==> config.mk <==
export PLATFORM = sky130hd
export DESIGN_NAME = qbs_host_flat
export DESIGN_NICKNAME = d
export VERILOG_FILES = /design/src/qbs_pkg.sv /design/src/qbs_if.sv /design/src/qbs_fifo.sv /design/src/qbs_host.sv /design/src/flat_wrapper.sv
export SDC_FILE = /design/constraint.sdc
export NUM_CORES = 1
export LEC_CHECK = 0
export ABC_AREA = 1
export BUFFER_PORTS_ARGS = -buffer_cell sky130_fd_sc_hd__buf_2
export CAP_MARGIN = 10
export CORE_ASPECT_RATIO = 0.8
export CORE_UTILIZATION = 40
export CTS_BUF_LIST = sky130_fd_sc_hd__clkbuf_4
export CTS_CLUSTER_SIZE = 14
export DETAILED_ROUTE_END_ITERATION = 12
export HOLD_SLACK_MARGIN = 0.15
export PLACE_DENSITY = 0.66
export SYNTH_ARGS = -nofsm -noshare
export SYNTH_HDL_FRONTEND = slang
export SYNTH_SLANG_ARGS = --single-unit
export TNS_END_PERCENT = 1
==> constraint.sdc <==
create_clock -name CLOCK -period 7.8 [get_ports CLOCK]
set_input_delay 0.39 -clock CLOCK [delete_from_list [all_inputs] [get_ports CLOCK]]
set_output_delay 0.39 -clock CLOCK [all_outputs]
set_load 0.05 [all_outputs]
==> src/qbs_pkg.sv <==
// Summary of operation
// RL1: Read starts on low read select at K
// RL2: First read word two K rises later
// RL3: Remaining words on following K#, K edges
// RL4: Read right after read is ignored
// RL5: After reads finish, outputs float at K
// RL6: Write select low starts four-word write
// RL7: Write right after write is ignored
// RL8: Deselected write port ignores inputs after burst
// RL9: Byte selects sampled with every data word
// RL10: Read and write ports work independently
// RL11: Read after write returns newest data
// RL12: Both selected: previous start decides winner
// RL13: Both held: alternate, read first
// RL14: Controller starts one transaction per cycle
// RL15: Selects sampled at K; ports independent
// RL16: Impedance recalibration every 1024 cycles
// RL17: Free-running true and complement echo clocks
// RL18: Valid flag leads read data by half cycle
// RL19: PLL locks 20 us after stable clock
// RL20: Clock stopped 30 ns resets PLL
// RL21: PLL disabled gives one-cycle read latency
// RL22: Burst addresses A, A+1, A+2, A+3
// RL23: Powers up deselected, outputs floating
// RL24: Byte select 0 bits 8:0, 1 bits 17:9
package qbs_pkg;

	localparam int DATA_W          = 18;
	localparam int BYTE_W          = 9;
	localparam int BWS_W           = 2;
	localparam int BURST_LEN       = 4;
	localparam int BURST_ADDR_W    = 19;
	localparam int RD_LAT_PLL      = 2;
	localparam int RD_LAT_LEGACY   = 1;
	localparam int FIFO_DEPTH      = 32;
	localparam int CLK_PERIOD_NS   = 4;
	localparam int LOCK_TIME_US    = 20;
	localparam int LOCK_CYCLES_DEF = (LOCK_TIME_US * 1000 + CLK_PERIOD_NS - 1) / CLK_PERIOD_NS;
	localparam int STOP_TIME_NS    = 30;
	localparam int STOP_CYCLES     = (STOP_TIME_NS + CLK_PERIOD_NS - 1) / CLK_PERIOD_NS;
	localparam int STOP_W          = $clog2(STOP_CYCLES + 2);
	localparam int CAL_PERIOD      = 1024;
	localparam int IDLE_W          = 4;

endpackage : qbs_pkg

==> src/qbs_if.sv <==
`timescale 1ns/1ps
`default_nettype none
interface qbs_if
	import qbs_pkg::*;
#(
	parameter int AW = BURST_ADDR_W
) ();
	logic                input_clock;
	logic                read_port_select_n;
	logic                write_port_select_n;
	logic                pll_disable_n;
	logic [AW-1:0]       address;
	logic [DATA_W-1:0]   write_data;
	logic [BWS_W-1:0]    byte_write_select_n;
	logic [DATA_W-1:0]   read_data;
	logic                read_data_oe;
	logic                echo_clock;
	logic                echo_clock_n;
	logic                valid_data_flag;

	modport device (
		input  input_clock, read_port_select_n, write_port_select_n, pll_disable_n,
		input  address, write_data, byte_write_select_n,
		output read_data, read_data_oe, echo_clock, echo_clock_n, valid_data_flag
	);

	modport host (
		output input_clock, read_port_select_n, write_port_select_n, pll_disable_n,
		output address, write_data, byte_write_select_n,
		input  read_data, read_data_oe, echo_clock, echo_clock_n, valid_data_flag
	);
endinterface : qbs_if
`default_nettype wire

==> src/qbs_fifo.sv <==
`timescale 1ns/1ps
`default_nettype none
module qbs_fifo #(
	parameter int W     = 20,
	parameter int DEPTH = 32,
	parameter int LW    = $clog2(DEPTH + 1)
) (
	input  wire logic          clk,
	input  wire logic          rst_n,
	input  wire logic          in_valid,
	output logic               in_ready,
	input  wire logic [W-1:0]  in_data,
	output logic               out_valid,
	input  wire logic          out_ready,
	output logic [W-1:0]       out_data,
	output logic [LW-1:0]      level
);
	localparam int PW = $clog2(DEPTH);

	typedef struct packed {
		logic [PW-1:0] wp;
		logic [PW-1:0] rp;
		logic [LW-1:0] cnt;
	} qbs_fifo_st_t;

	qbs_fifo_st_t     s_q;
	qbs_fifo_st_t     s_d;
	logic [W-1:0]     mem [DEPTH];
	logic             push;
	logic             pop;

	assign in_ready  = (s_q.cnt != LW'(DEPTH));
	assign out_valid = (s_q.cnt != '0);
	assign out_data  = mem[s_q.rp];
	assign level     = s_q.cnt;
	assign push      = in_valid & in_ready;
	assign pop       = out_valid & out_ready;

	always_comb begin
		s_d = s_q;
		if (push) begin
			s_d.wp = s_q.wp + PW'(1);
		end
		if (pop) begin
			s_d.rp = s_q.rp + PW'(1);
		end
		s_d.cnt = s_q.cnt + LW'(push) - LW'(pop);
	end

	always_ff @(posedge clk or negedge rst_n) begin
		if (!rst_n) begin
			s_q <= '0;
		end else begin
			s_q <= s_d;
		end
	end

	always_ff @(posedge clk) begin
		if (push) begin
			mem[s_q.wp] <= in_data;
		end
	end
endmodule : qbs_fifo
`default_nettype wire

==> src/qbs_host.sv <==
`timescale 1ns/1ps
`default_nettype none
module qbs_host
	import qbs_pkg::*;
#(
	parameter int AW          = BURST_ADDR_W,
	parameter int LOCK_CYCLES = LOCK_CYCLES_DEF
) (
	input  wire logic               CLOCK,
	input  wire logic               RESET_N,
	qbs_if.host                     LINK,
	input  wire logic               PLL_DISABLE_N,
	input  wire logic               PLL_RESET,
	input  wire logic               CMD_VALID,
	input  wire logic               CMD_WRITE,
	input  wire logic [AW-1:0]      CMD_ADDR,
	output logic                    CMD_READY,
	input  wire logic               WR_VALID,
	input  wire logic [DATA_W-1:0]  WR_DATA,
	input  wire logic [BWS_W-1:0]   WR_BYTE_SEL_N,
	output logic                    WR_READY,
	output logic                    RD_VALID,
	output logic [DATA_W-1:0]       RD_DATA,
	output logic                    LINK_READY
);
	localparam int LW = $clog2(LOCK_CYCLES + 1);
	localparam int FW = DATA_W + BWS_W;
	localparam int QW = $clog2(FIFO_DEPTH + 1);

	typedef struct packed {
		logic               k;
		logic               pll_n;
		logic [STOP_W-1:0]  stop_cnt;
		logic [LW-1:0]      lock_cnt;
		logic               locked;
		logic               rsel_n;
		logic               wsel_n;
		logic [AW-1:0]      addr;
		logic               last_rd;
		logic               last_wr;
		logic [4:0]         pop_sr;
		logic [DATA_W-1:0]  wd;
		logic [BWS_W-1:0]   bws_n;
		logic               vld_prev;
		logic               rd_v;
		logic [DATA_W-1:0]  rd;
		logic [IDLE_W-1:0]  idle;
	} qbs_host_st_t;

	qbs_host_st_t       s_q;
	qbs_host_st_t       s_d;
	logic               f_valid;
	logic [FW-1:0]      f_data;
	logic [QW-1:0]      f_level;
	logic [QW-1:0]      avail;
	logic               dec;
	logic               issue;

	qbs_fifo #(.W(FW), .DEPTH(FIFO_DEPTH)) u_wfifo (
		.clk       (CLOCK),
		.rst_n     (RESET_N),
		.in_valid  (WR_VALID),
		.in_ready  (WR_READY),
		.in_data   ({WR_BYTE_SEL_N, WR_DATA}),
		.out_valid (f_valid),
		.out_ready (s_q.pop_sr[0]),
		.out_data  (f_data),
		.level     (f_level)
	);

	////////////////////////////////////////////////////////////////////////////////////////////
	// Next cycle is a K rise when the clock runs and K is low now
	assign dec   = ~s_q.k & (s_q.stop_cnt == '0);
	assign avail = f_level - QW'($countones(s_q.pop_sr));
	// RL14 one start only
	assign CMD_READY = dec & s_q.locked & (CMD_WRITE ?
		(~s_q.last_wr & (avail >= QW'(BURST_LEN)) & f_valid) : ~s_q.last_rd);
	assign issue = CMD_VALID & CMD_READY;

	always_comb begin
		s_d = s_q;
		s_d.pll_n = PLL_DISABLE_N;
		s_d.rsel_n = 1'b1;
		s_d.wsel_n = 1'b1;
		// RL4 RL7 spacing kept
		if (dec) begin
			s_d.last_rd = issue & ~CMD_WRITE;
			s_d.last_wr = issue & CMD_WRITE;
		end
		// RL1 RL6 start request
		if (issue) begin
			s_d.addr = CMD_ADDR;
			s_d.rsel_n = CMD_WRITE;
			s_d.wsel_n = ~CMD_WRITE;
		end
		// Data words leave on four edges, beginning two edges after the start
		s_d.pop_sr = {1'b0, s_q.pop_sr[4:1]} | ((issue & CMD_WRITE) ? 5'h1e : 5'h00);
		s_d.bws_n = '1;
		// RL9 mask with each word
		if (s_q.pop_sr[0]) begin
			s_d.wd = f_data[DATA_W-1:0];
			s_d.bws_n = f_data[FW-1:DATA_W];
		end
		// RL18 capture behind flag
		s_d.vld_prev = LINK.valid_data_flag;
		s_d.rd_v = s_q.vld_prev;
		if (s_q.vld_prev) begin
			s_d.rd = LINK.read_data;
		end
		if (issue) begin
			s_d.idle = '0;
		end else if (s_q.idle != '1) begin
			s_d.idle = s_q.idle + IDLE_W'(1);
		end
		// RL20 stop clock to reset
		if (s_q.stop_cnt != '0) begin
			s_d.k = 1'b1;
			s_d.stop_cnt = s_q.stop_cnt - STOP_W'(1);
			s_d.locked = 1'b0;
			s_d.lock_cnt = '0;
		end else begin
			s_d.k = ~s_q.k;
			if (PLL_RESET & s_q.pll_n & (s_q.idle == '1) & ~issue) begin
				s_d.stop_cnt = STOP_W'(STOP_CYCLES + 1);
			end
			// RL19 wait for lock
			if (~s_q.pll_n) begin
				s_d.locked = 1'b1;
			end else if (~s_q.locked) begin
				s_d.lock_cnt = s_q.lock_cnt + LW'(1);
				s_d.locked = (s_q.lock_cnt == LW'(LOCK_CYCLES - 1));
			end
		end
	end

	always_ff @(posedge CLOCK or negedge RESET_N) begin
		if (!RESET_N) begin
			s_q <= '{rsel_n: 1'b1, wsel_n: 1'b1, bws_n: '1, pll_n: 1'b1, default: '0};
		end else begin
			s_q <= s_d;
		end
	end

	////////////////////////////////////////////////////////////////////////////////////////////
	assign LINK.input_clock         = s_q.k;
	assign LINK.read_port_select_n  = s_q.rsel_n;
	assign LINK.write_port_select_n = s_q.wsel_n;
	assign LINK.pll_disable_n       = s_q.pll_n;
	assign LINK.address             = s_q.addr;
	assign LINK.write_data          = s_q.wd;
	assign LINK.byte_write_select_n = s_q.bws_n;
	assign RD_VALID                 = s_q.rd_v;
	assign RD_DATA                  = s_q.rd;
	assign LINK_READY               = s_q.locked;
endmodule : qbs_host
`default_nettype wire

==> src/flat_wrapper.sv <==
// flat-port wrapper written by rule: the top's interface ports become plain ports
module qbs_host_flat import qbs_pkg::*;
#(
	parameter int AW          = BURST_ADDR_W,
	parameter int LOCK_CYCLES = LOCK_CYCLES_DEF
)
  (CLOCK, RESET_N, PLL_DISABLE_N, PLL_RESET, CMD_VALID, CMD_WRITE, CMD_ADDR, CMD_READY, WR_VALID, WR_DATA, WR_BYTE_SEL_N, WR_READY, RD_VALID, RD_DATA, LINK_READY, LINK_input_clock, LINK_read_port_select_n, LINK_write_port_select_n, LINK_pll_disable_n, LINK_address, LINK_write_data, LINK_byte_write_select_n, LINK_read_data, LINK_read_data_oe, LINK_echo_clock, LINK_echo_clock_n, LINK_valid_data_flag);
  qbs_if #(.AW(AW)) LINK_i ();
  input  wire logic CLOCK;
  input  wire logic RESET_N;
  input  wire logic PLL_DISABLE_N;
  input  wire logic PLL_RESET;
  input  wire logic CMD_VALID;
  input  wire logic CMD_WRITE;
  input  wire logic [AW-1:0] CMD_ADDR;
  output logic CMD_READY;
  input  wire logic WR_VALID;
  input  wire logic [DATA_W-1:0] WR_DATA;
  input  wire logic [BWS_W-1:0] WR_BYTE_SEL_N;
  output logic WR_READY;
  output logic RD_VALID;
  output logic [DATA_W-1:0] RD_DATA;
  output logic LINK_READY;
  output wire logic [$bits(LINK_i.input_clock)-1:0] LINK_input_clock;
  output wire logic [$bits(LINK_i.read_port_select_n)-1:0] LINK_read_port_select_n;
  output wire logic [$bits(LINK_i.write_port_select_n)-1:0] LINK_write_port_select_n;
  output wire logic [$bits(LINK_i.pll_disable_n)-1:0] LINK_pll_disable_n;
  output wire logic [$bits(LINK_i.address)-1:0] LINK_address;
  output wire logic [$bits(LINK_i.write_data)-1:0] LINK_write_data;
  output wire logic [$bits(LINK_i.byte_write_select_n)-1:0] LINK_byte_write_select_n;
  input wire logic [$bits(LINK_i.read_data)-1:0] LINK_read_data;
  input wire logic [$bits(LINK_i.read_data_oe)-1:0] LINK_read_data_oe;
  input wire logic [$bits(LINK_i.echo_clock)-1:0] LINK_echo_clock;
  input wire logic [$bits(LINK_i.echo_clock_n)-1:0] LINK_echo_clock_n;
  input wire logic [$bits(LINK_i.valid_data_flag)-1:0] LINK_valid_data_flag;
  assign LINK_input_clock = LINK_i.input_clock;
  assign LINK_read_port_select_n = LINK_i.read_port_select_n;
  assign LINK_write_port_select_n = LINK_i.write_port_select_n;
  assign LINK_pll_disable_n = LINK_i.pll_disable_n;
  assign LINK_address = LINK_i.address;
  assign LINK_write_data = LINK_i.write_data;
  assign LINK_byte_write_select_n = LINK_i.byte_write_select_n;
  assign LINK_i.read_data = LINK_read_data;
  assign LINK_i.read_data_oe = LINK_read_data_oe;
  assign LINK_i.echo_clock = LINK_echo_clock;
  assign LINK_i.echo_clock_n = LINK_echo_clock_n;
  assign LINK_i.valid_data_flag = LINK_valid_data_flag;
  qbs_host #(.AW(AW), .LOCK_CYCLES(LOCK_CYCLES)) u_core (.CLOCK(CLOCK), .RESET_N(RESET_N), .LINK(LINK_i), .PLL_DISABLE_N(PLL_DISABLE_N), .PLL_RESET(PLL_RESET), .CMD_VALID(CMD_VALID), .CMD_WRITE(CMD_WRITE), .CMD_ADDR(CMD_ADDR), .CMD_READY(CMD_READY), .WR_VALID(WR_VALID), .WR_DATA(WR_DATA), .WR_BYTE_SEL_N(WR_BYTE_SEL_N), .WR_READY(WR_READY), .RD_VALID(RD_VALID), .RD_DATA(RD_DATA), .LINK_READY(LINK_READY));
endmodule
# Word level (Yosys, flattened, before mapping)
# Memory sizes are Yosys's and may differ from the RTL's.
# Index checks and enable logic that the tools add are counted.
# word_totals
ff_bits	108
latch_bits	0
ram_bits	640
romBits	0
inputBits	68
output_inout_bits	65
elab_cells	79
n_memories	1
# mem_list
name	words	width	rd	rd_clocked_by_memory_dff	wr	line_no	text
u_core.u_wfifo.mem	32	20	1	0	1	qbs_fifo.sv:28	logic [W-1:0] mem [DEPTH];
# classes
add_sub_neg	12
mul	0
n_div	0
n_lt_le_gt_ge	1
eq_ne	5
shift	0
n_mux	14
n_bitwise	19
reduce_logical	7
# op_table
operator	n
21-bit two-way mux	1
18-bit two-way mux	1
14-bit two-way mux	1
13-bit by 1-bit adder with 13-bit output (second input constant)	1
1-bit bitwise AND	13
13-bit equality test (second input constant)	1
13-bit two-way mux	1
6-bit by 1-bit adder with 6-bit output	2
4-bit two-way mux	3
5-bit by 1-bit adder with 5-bit output (second input constant)	2
6-bit adder	1
6-bit by 3-bit greater-or-equal comparator with 1-bit output (second input constant)	1
6-bit != test (second input constant)	1
2-bit nonzero test	3
6-bit nonzero test	1
6-bit by 1-bit subtractor with 6-bit output	1
6-bit subtractor	1
1-bit two-way mux	5
5-bit two-way mux	1
1-bit inverter	5
4-bit by 5-bit OR with 5-bit output	1
1-bit by 1-bit adder with 2-bit output	2
4-bit by 1-bit adder with 4-bit output (second input constant)	1
4-bit equality test (second input constant)	1
other kinds (7)	7

# Longest topological paths before layout
# Gate-level depths: netlist of run 1.
# depth
depth_word	14
ltp_mapped	19
ltp_nobuf	18

# Hierarchy
# A second synthesis of run 1 with hierarchy kept.
# unflattened
hier_cells	3033
hier_area_um2	32346.0
# modules_own_cells
module	n_inst	cells_each	area_each_um2	seq_area_each_um2
qbs_fifo	1	2603	27975.6	19618.8
qbs_host	1	430	4370.4	2308.5

# Worst setup path before layout of run 1
# No wires, ideal clock.
# synth_timing
kind	reg2out
startpoint	register u_core.s_q[46] (netlist bit)
endpoint	output port CMD_READY
arrival_time_ns	3.060
required_time_ns	7.410
path_slack_ns	4.350
path_stages_with_launch	14
path_buffers	0
cell_sequence	dfrtp_1 > inv_1 > fa_1 > inv_1 > fa_1 > inv_1 > fa_1 > fa_1 > nor2_1 > nor2_1 > nand3_1 > nand2_1 > nand2_1 > and2_1
# synth_between
elab_chain_cells	9
# synth_rtl
item	line_no	text
start: declaration	qbs_host.sv:50	qbs_host_st_t s_q;
start signal: assignment	qbs_host.sv:138	s_q <= '{rsel_n: 1'b1, wsel_n: 1'b1, bws_n: '1, pll_n: 1'b1, default: '0};
start signal: assignment	qbs_host.sv:140	s_q <= s_d;
1-bit by 1-bit adder with 2-bit output (implied by the code)	qbs_host.sv:74	assign avail = f_level - QW'($countones(s_q.pop_sr));
6-bit adder (implied by the code)	qbs_host.sv:74	
6-bit by 1-bit adder with 6-bit output (implied by the code)	qbs_host.sv:74	
6-bit subtractor	qbs_host.sv:74	
6-bit by 3-bit greater-or-equal comparator with 1-bit output	qbs_host.sv:77	(~s_q.last_wr & (avail >= QW'(BURST_LEN)) & f_valid) : ~s_q.last_rd);
1-bit bitwise AND (2 in series)	qbs_host.sv:77	
1-bit two-way mux	qbs_host.sv:76	assign CMD_READY = dec & s_q.locked & (CMD_WRITE ?
1-bit bitwise AND	qbs_host.sv:76	
end: declaration	flat_wrapper.sv:16	output logic CMD_READY;
# Every way passes these cells.

# Worst setup path in the final report of run 1
# layout_timing
startpoint	register u_core.s_q[44] (netlist bit)
endpoint	output port CMD_READY
# The elaborated chain is that of the path after synthesis.

==> flow_summary.yaml, run 1 <==
global_route:
  grt_pass1_vias: 19940
  track_usage_pct: 19.98
  grt-ovfl-total: 0
  grt_start_max_net_pins: 193
  antenna_found_initial: 4
  grt_pass1_wl_mm: 115.0
placed_design:
  gp_congestion: 0.7795
  pre_cts_slack_ns: 3.571
  dp_cells: 3399
  placed_cell_area_um2: 31530
  io_buffer_count: 129
  post-dp-hpwl_mm: 39.94
cts:
  cts_root_buf: "clkbuf_4"
  post_cts_resized: 0
  worstSkewPairLatency_ns: 1.03
  clkSinkCount: 748
  max-clock-path-buffers: 3
  cts_tree: "done"
  path_clk_slew_ns: 0.07
  cts_made_buffers: 180
  htree_levels: 4
floorplan:
  coreArea_um2: 74280
  die_w_um: 309.6
  dieArea_um2: 76790
  initial_core_util_pct: 40.75
  ios: 133
  rows: 89
  die_h_um: 248.1
synthesis:
  synth_cells: 2435
  syn_area_um2: 30270
  synth_warnings: 0
  synth-async-reset-ratio_pct: 14.44
  synth_common_cells: "edfxtp_1, nor2_1, nand2_1, o21ai_0, nand3_1"
  synth_most_common_cell: "edfxtp_1"
  synth_edf_count: 640
  synth_nets: 2531
  synth-main-ff-cell: "edfxtp_1"
  synth_area_leader_cell: "edfxtp_1"
  yosys.area.top_type_share_pct: 63.49
  ys_seq_elements: 748
  ys_top_cells_by_area: "edfxtp_1, dfrtp_1, nor2_1, o21ai_0, nand2_1"
  seq_area_frac_synth_pct: 72.44
  synth.avg_cell_area_um2: 12.43
  synth_cell_type_count: 37
setup_path:
  critPathKind: "flip-flop to output port"
  critPathMaxFanout: 23
  ff2ff_path_depth: 16
  setup.worst_path.start: "u_core.s_q[44]"
  cp.required_ns: 7.41
  start_kind: "flip-flop"
  end_kind: "output port"
  cp-endpoint: "CMD_READY"
  crit_arrival_ns: 4.27
  r2r_setup_slack_ns: 3.15
  r2r-end: "u_core.LINK.address[3]"
  reg2reg_from: "u_core.s_q[44]"
layout:
  final_cells: 3850
  multi_input_area_um2: 7196
  regArea_um2: 21940
  fillers: 6511
  layout-drive-gt1-share_pct: 18.06
  syn_to_final_growth_pct: 16.18
  fin_nets: 2801
  final_core_util_pct: 47.35
  final_area_um2: 35170
routing:
  wl_per_cell_um: 20.00
  wl_mm: 77.01
  dr_total_vias: 20460
  drt_iter0_drc: 2162
  postRouteAntennaNets: 0
  via_per_inst: 5.315
  dr.pass1.iters: 6
  drc: 0
worst_hold_path:
  hp-class: "input port to flip-flop"
sta:
  tns_ns: 0
  clock.fmax_ghz: 0.2145
  grt_setup_unrepaired: "false"
  setup_slack_ns: 3.139
  setup_viol: 0
  maxSlewHeadroom_pct: 27.61
  min_period_ns: 4.661
  fin_crit_sh_pct: 59.76
  worst_clock_skew_ns: 0.07090
  worst_slew_pin_slew_ns: 1.086
  hold_ws_ns: 0.3225
  hold_violations: 0
  timing.final.max_slew_violations: 0
pwr:
  intPower_mw: 7.672
  leakage_nw: 12.62
  p_switching_mw: 4.866
  fin_total_pwr_mw: 12.54
  peakVddDrop_mv: 0.2924
  swShare_pct: 38.81
  combPwrFrac_pct: 34.0
  p_per_area_nw_per_um2: 356.5
  clkPwrFrac_pct: 25.9
  p_seq_share_pct: 40.1
run_status:
  status: "completed"
job:
  cap_violations: 0
-- cells by family after synthesis --
group,count (synthesis),share of synthesized area [%]
and+or+nand+nor,881,11.79
muxes,19,0.7068
DFF,748,72.44
adders and majority gates,28,1.306
AOI/OAI and AO/OA,487,9.065
buffers and inverters,260,4.344
xor gates and xnor gates,12,0.3472
-- placed cells by master, fill, tap and decap left out, types with 4 or more instances in the layout --
| master | Yosys | routed |
|---|---|---|
| ha_1 | 22 | 22 |
| nor2_2 | 0 | 16 |
| clkinv_1 | 2 | 43 |
| nor3_1 | 5 | 5 |
| fa_1 | 6 | 6 |
| a21oi_1 | 26 | 26 |
| clkinv_2 | 0 | 6 |
| mux2_2 | 19 | 19 |
| nor2_1 | 413 | 380 |
| xor2_1 | 10 | 10 |
| o21ai_0 | 301 | 301 |
| edfxtp_1 | 640 | 640 |
| nand4_1 | 26 | 26 |
| dfrtp_1 | 103 | 100 |
| bufinv_16 | 0 | 4 |
| o22ai_1 | 69 | 69 |
| o211ai_1 | 82 | 82 |
| nor2_4 | 1 | 18 |
| nand3_1 | 121 | 121 |
| dlygate4sd3_1 | 0 | 124 |
| o21ai_1 | 5 | 5 |
| nand2_1 | 306 | 306 |
| buf_4 | 66 | 30 |
| dfstp_2 | 5 | 5 |
| clkbuf_4 | 0 | 264 |
| inv_1 | 59 | 57 |
| buf_2 | 43 | 128 |
-- registers in the layout (all words and copies together) (netlist names), 2 cells and up --
| register | cells |
|---|---|
| u_core.RD_DATA | 18 |
| u_core.u_wfifo.level | 6 |
| u_core.LINK.byte_write_select_n | 2 |
| u_core.u_wfifo.mem | 640 |
| u_core.s_q | 28 |
| u_core.u_wfifo.s_q | 10 |
| u_core.LINK.address | 19 |
| u_core.LINK.write_data | 18 |
-- how the worst min path moves through the flow --
stage                              start                      to  slack [ns]  cells after the start
after global routing           PLL_RESET          u_core.s_q[86]        0.29                      6
after detailed placement  u_core.s_q[45]          u_core.s_q[44]        0.37                      0
after floorplan                  RESET_N  u_core.LINK.address[0]        0.09                      0
after CTS                      PLL_RESET          u_core.s_q[86]        0.20                      6
final                          PLL_RESET          u_core.s_q[86]        0.32                      6
after global placement    u_core.s_q[45]          u_core.s_q[44]        0.37                      0
-- critical path, cell delays in order (launching register included) --
cell and delay, ns:
dfrtp_1 0.33, buf_4 0.37, ha_1 0.33, fa_1 0.51, inv_1 0.05, fa_1 0.40, fa_1 0.47, nand2_1 0.09
nand3_1 0.07, nor2_1 0.11, nand3_1 0.07, nand2_1 0.06, nand2_1 0.08, and2_1 0.16, buf_2 0.21
-- timing repair --
item                                    4_1_cts  5_1_grt
hold buffers                                125        0
endpoints found under the setup margin        0        0
setup buffers                                 0        0
hold endpoints to repair                    748        0
-- per-layer routing --
layer  GRT usage [%]  routed length, um
met2           31.73              36280
met5               0                  0
met4           8.765               2210
met1           26.28              31830
met3           4.645               6689
-- cell type report --
class | count | area share (%)
Timing Repair Buffer | 285 | 6.184
Sequential cell | 748 | 62.38
Inverter | 63 | 0.6938
Clock inverter | 59 | 1.067
Multi-Input combinational cell | 1427 | 20.46
Antenna cell | 3 | 0.02135
Tap cell | 1001 | 3.561
Clock buffer | 264 | 5.636
-- power by group through the flow --
stage               Combinational (mW)  Sequential (mW)  Clock [mW]
floorplan                         3.08             4.99           0
global route                      4.65             5.06        3.52
finish                            4.26             5.02        3.25
detailed placement                4.10             5.10           0
CTS                               4.24             5.02        3.32
global placement                  3.98             5.08           0
Note: power is estimated with default switching activity, not from simulation.
==> run 2, diff against run 1 <==
--- a/config.mk
+++ b/config.mk
@@ -5,7 +5,7 @@
 export SDC_FILE = /design/constraint.sdc
 export NUM_CORES = 1
 export LEC_CHECK = 0
-export ABC_AREA = 1
+export ABC_AREA = 0
 export BUFFER_PORTS_ARGS = -buffer_cell sky130_fd_sc_hd__buf_2
 export CAP_MARGIN = 10
 export CORE_ASPECT_RATIO = 0.8
@@ -14,7 +14,7 @@
 export CTS_CLUSTER_SIZE = 14
 export DETAILED_ROUTE_END_ITERATION = 12
 export HOLD_SLACK_MARGIN = 0.15
-export PLACE_DENSITY = 0.66
+export PLACE_DENSITY = 0.68
 export SYNTH_ARGS = -nofsm -noshare
 export SYNTH_HDL_FRONTEND = slang
 export SYNTH_SLANG_ARGS = --single-unit
==> constraint.sdc (replaced) <==
create_clock -name CLOCK -period 4.2 [get_ports CLOCK]
set_input_delay 0.21 -clock CLOCK [delete_from_list [all_inputs] [get_ports CLOCK]]
set_output_delay 0.21 -clock CLOCK [all_outputs]
set_load 0.05 [all_outputs]
==> run 2 against run 1 <==
The run now ends with setup timing left. Largest power group unchanged. Power grew 77%. Clock power grew 86%. Die area shrank 2.2%. Sequential power grew 87%. Critical endpoint unchanged. Global-route usage shrank 0.79 points. Sequential cell count is the same. Non-clock buffer count grew 28. Setup slack lost 3.3 ns. Sequential share of layout area grew 0.64 points. Largest cell class unchanged.
==> flow_summary.yaml, run 2 <==
routing:
  wl_met1_mm: 30.23
  via_per_inst: 5.395
  dr.pass1.iters: 5
  dr_total_vias: 16320
  dr.max_layer_used: "met4"
  postRouteAntennaNets: 0
  met2WireLength_mm: 34.25
  drt_iter0_drc: 1371
  wl_mm: 70.95
  drc: 0
  wl_met3_mm: 5.168
  wl_per_cell_um: 23.45
sta:
  worst_clock_skew_ns: 0.05248
  grt_setup_unrepaired: "true"
  setup_slack_ns: -0.1522
  clock.fmax_ghz: 0.2298
  timing.final.max_slew_violations: 0
  setup_viol: 1
  hold_violations: 0
  min_period_ns: 4.352
  maxSlewHeadroom_pct: 21.82
  fin_crit_sh_pct: 103.6
  worst_slew_pin_slew_ns: 1.143
  hold_ws_ns: 0.2841
layout:
  multi_input_area_um2: 6847
  syn_to_final_growth_pct: 17.55
  regArea_um2: 21930
  fillers: 6074
  largest_reg_flops: 640
  fin_nets: 2033
  mostFrequentLayoutCell: "edfxtp_1"
  final_core_util_pct: 47.90
  top_register: "u_core.u_wfifo.mem"
  final_cell_mix: "edfxtp_1, clkbuf_4, mux2i_1"
  final_cells: 3025
  layout-drive-gt1-share_pct: 33.27
worst_hold_path:
  hold_depth: 2
  hp-class: "input port to flip-flop"
setup_path:
  path_cells: "inv_2 > fa_1 > inv_1 > fa_1 > inv_2 > fa_2 > fa_2 > inv_2 > buf_6 > nor3_2 > a2111o_1 > o21ai_2 > a21oi_2 > buf_6"
  ff2ff_path_depth: 16
  crit_arrival_ns: 4.14
  critPathKind: "flip-flop to output port"
  end_kind: "output port"
  start_kind: "flip-flop"
  cpPeakStageDelay_ns: 0.52
  cp.required_ns: 3.99
  cp_common_cell: "inv_2"
  crit_path_top_delay_cell: "fa_1"
  critPathMaxFanout: 2
cts:
  clkSinkCount: 748
  worstSkewPairLatency_ns: 1.01
  htree_levels: 4
  max-clock-path-buffers: 3
  cts_root_buf: "clkbuf_4"
  cts_tree: "done"
  cts_made_buffers: 176
  path_clk_slew_ns: 0.07
synthesis:
  synth_cells: 1578
  synth_top_family_by_area: "multiplexers"
  synth.avg_cell_area_um2: 18.76
  yosys.area.top_type_share_pct: 64.91
  seq_area_frac_synth_pct: 74.05
  syn_area_um2: 29610
  synthAdderAreaFrac_pct: 1.335
  synth_nets: 1674
  synth_warnings: 0
  synth_edf_count: 640
  synth_compound_area_share_pct: 3.195
  synth_xor_area_share_pct: 0.6803
  ys_top_cells_by_area: "edfxtp_1, dfrtp_1, mux4_2, mux2i_1, buf_4"
  synth-main-ff-cell: "edfxtp_1"
  yosys.area_share.simple_pct: 3.558
  synth_most_common_cell: "edfxtp_1"
  synth-async-reset-ratio_pct: 14.44
  synth_cell_type_count: 56
  ys_seq_elements: 748
  muxShareOfSynthArea_pct: 14.02
  synth_area_leader_cell: "edfxtp_1"
  synth_common_cells: "edfxtp_1, mux2i_1, mux4_2, dfrtp_1, nor2_1"
floorplan:
  initial_core_util_pct: 40.75
  die_w_um: 306.2
  ios: 133
  dieArea_um2: 75120
  die_h_um: 245.4
  coreArea_um2: 72670
  rows: 88
global_route:
  track_usage_pct: 19.19
  grt_start_max_net_pins: 50
  grt-ovfl-total: 0
  grt_pass1_vias: 17070
  grt_pass1_wl_mm: 105.9
  antenna_found_initial: 5
placed_design:
  pre_cts_slack_ns: 0.2596
  dp_cells: 2586
  post-dp-hpwl_mm: 40.55
  gp_congestion: 0.7784
  io_buffer_count: 129
pwr:
  leakage_nw: 12.50
  p_per_area_nw_per_um2: 636.0
  peakVddDrop_mv: 0.3690
job:
  cap_violations: 0
run_status:
  failed_checks: "setup timing"
  status: "finished with violations"
-- run 2: timing repair --
action                                 CTS  global route
pin swaps                                8             6
endpoints found under the hold margin  806             0
hold buffers                           110             0
gates resized for setup                 10             7
buffers inserted                         7             1
setup endpoints to repair                1             3
-- run 2: metrics by stage --
stage | setup TNS, ns | power (mW) | instance area [um^2]
after global placement | 0 | 15.97 | 31240
after floorplan | 0 | 14.37 | 29610
after CTS | -0.3845 | 22.31 | 34760
after global routing | -0.3689 | 23.21 | 34800
final | -0.1522 | 22.14 | 34810
after detailed placement | 0 | 16.09 | 31240
-- run 2: worst paths after layout --
path	from	end	slack, ns
min in group asynchronous	RESET_N	u_core.s_q[86]	0.34
worst max register to register	u_core.s_q[48]	u_core.LINK.address[18]	0.23
worst min register to register	u_core.s_q[45]	u_core.s_q[44]	0.38
max in group asynchronous	RESET_N	u_core.u_wfifo.s_q[7]	3.34
worst max-delay path	u_core.s_q[48]	CMD_READY	-0.15
worst min-delay path	WR_DATA[1]	u_core.u_wfifo.mem[0][1]	0.28
-- run 2: area by class of cell --
class | instances | area share (%)
flip-flops and latches | 748 | 63.02
multi-input cells | 672 | 19.67
repair buffers | 313 | 6.859
clock buffers | 266 | 5.737
well taps | 945 | 3.397
clock inverters | 49 | 0.9957
inverters | 26 | 0.2804
diodes | 6 | 0.04314
-- run 2: power breakdown --
part / switching (mW) / internal, mW / total [mW]
registers: 0.537 / 8.85 / 9.39
logic: 4.03 / 2.68 / 6.72
clock network: 2.84 / 3.20 / 6.04
total: 7.41 / 14.7 / 22.1
-- run 2: cell families (layout without fill, tap and decap cells) --
logic type | Yosys count | count (layout)
flip-flops | 748 | 748
XOR/XNOR | 23 | 23
multiplexers | 272 | 272
AO/OA/AOI/OAI | 133 | 133
other | 0 | 6
adder cells (fa/ha/maj) | 28 | 28
buffers and inverters | 158 | 654
AND/OR/NAND/NOR | 216 | 216
-- run 2: worst max-delay path: cells and delay by family, from the launching register on --
| kind | cells | cell delay (ns) |
|---|---|---|
| adder cells (fa/ha/maj) | 4 | 1.75 |
| AO/OA/AOI/OAI | 3 | 0.56 |
| buffers and inverters | 6 | 0.46 |
| flip-flops | 1 | 0.36 |
| AND/OR/NAND/NOR | 1 | 0.03 |
-- run 2: layer usage --
metal / vias to the layer above / track usage, %
met3: 108 / 4.611
li1: 7053 / -
met1: 8508 / 25.96
met4: 0 / 6.397
met2: 650 / 30.57
met5: - / 0
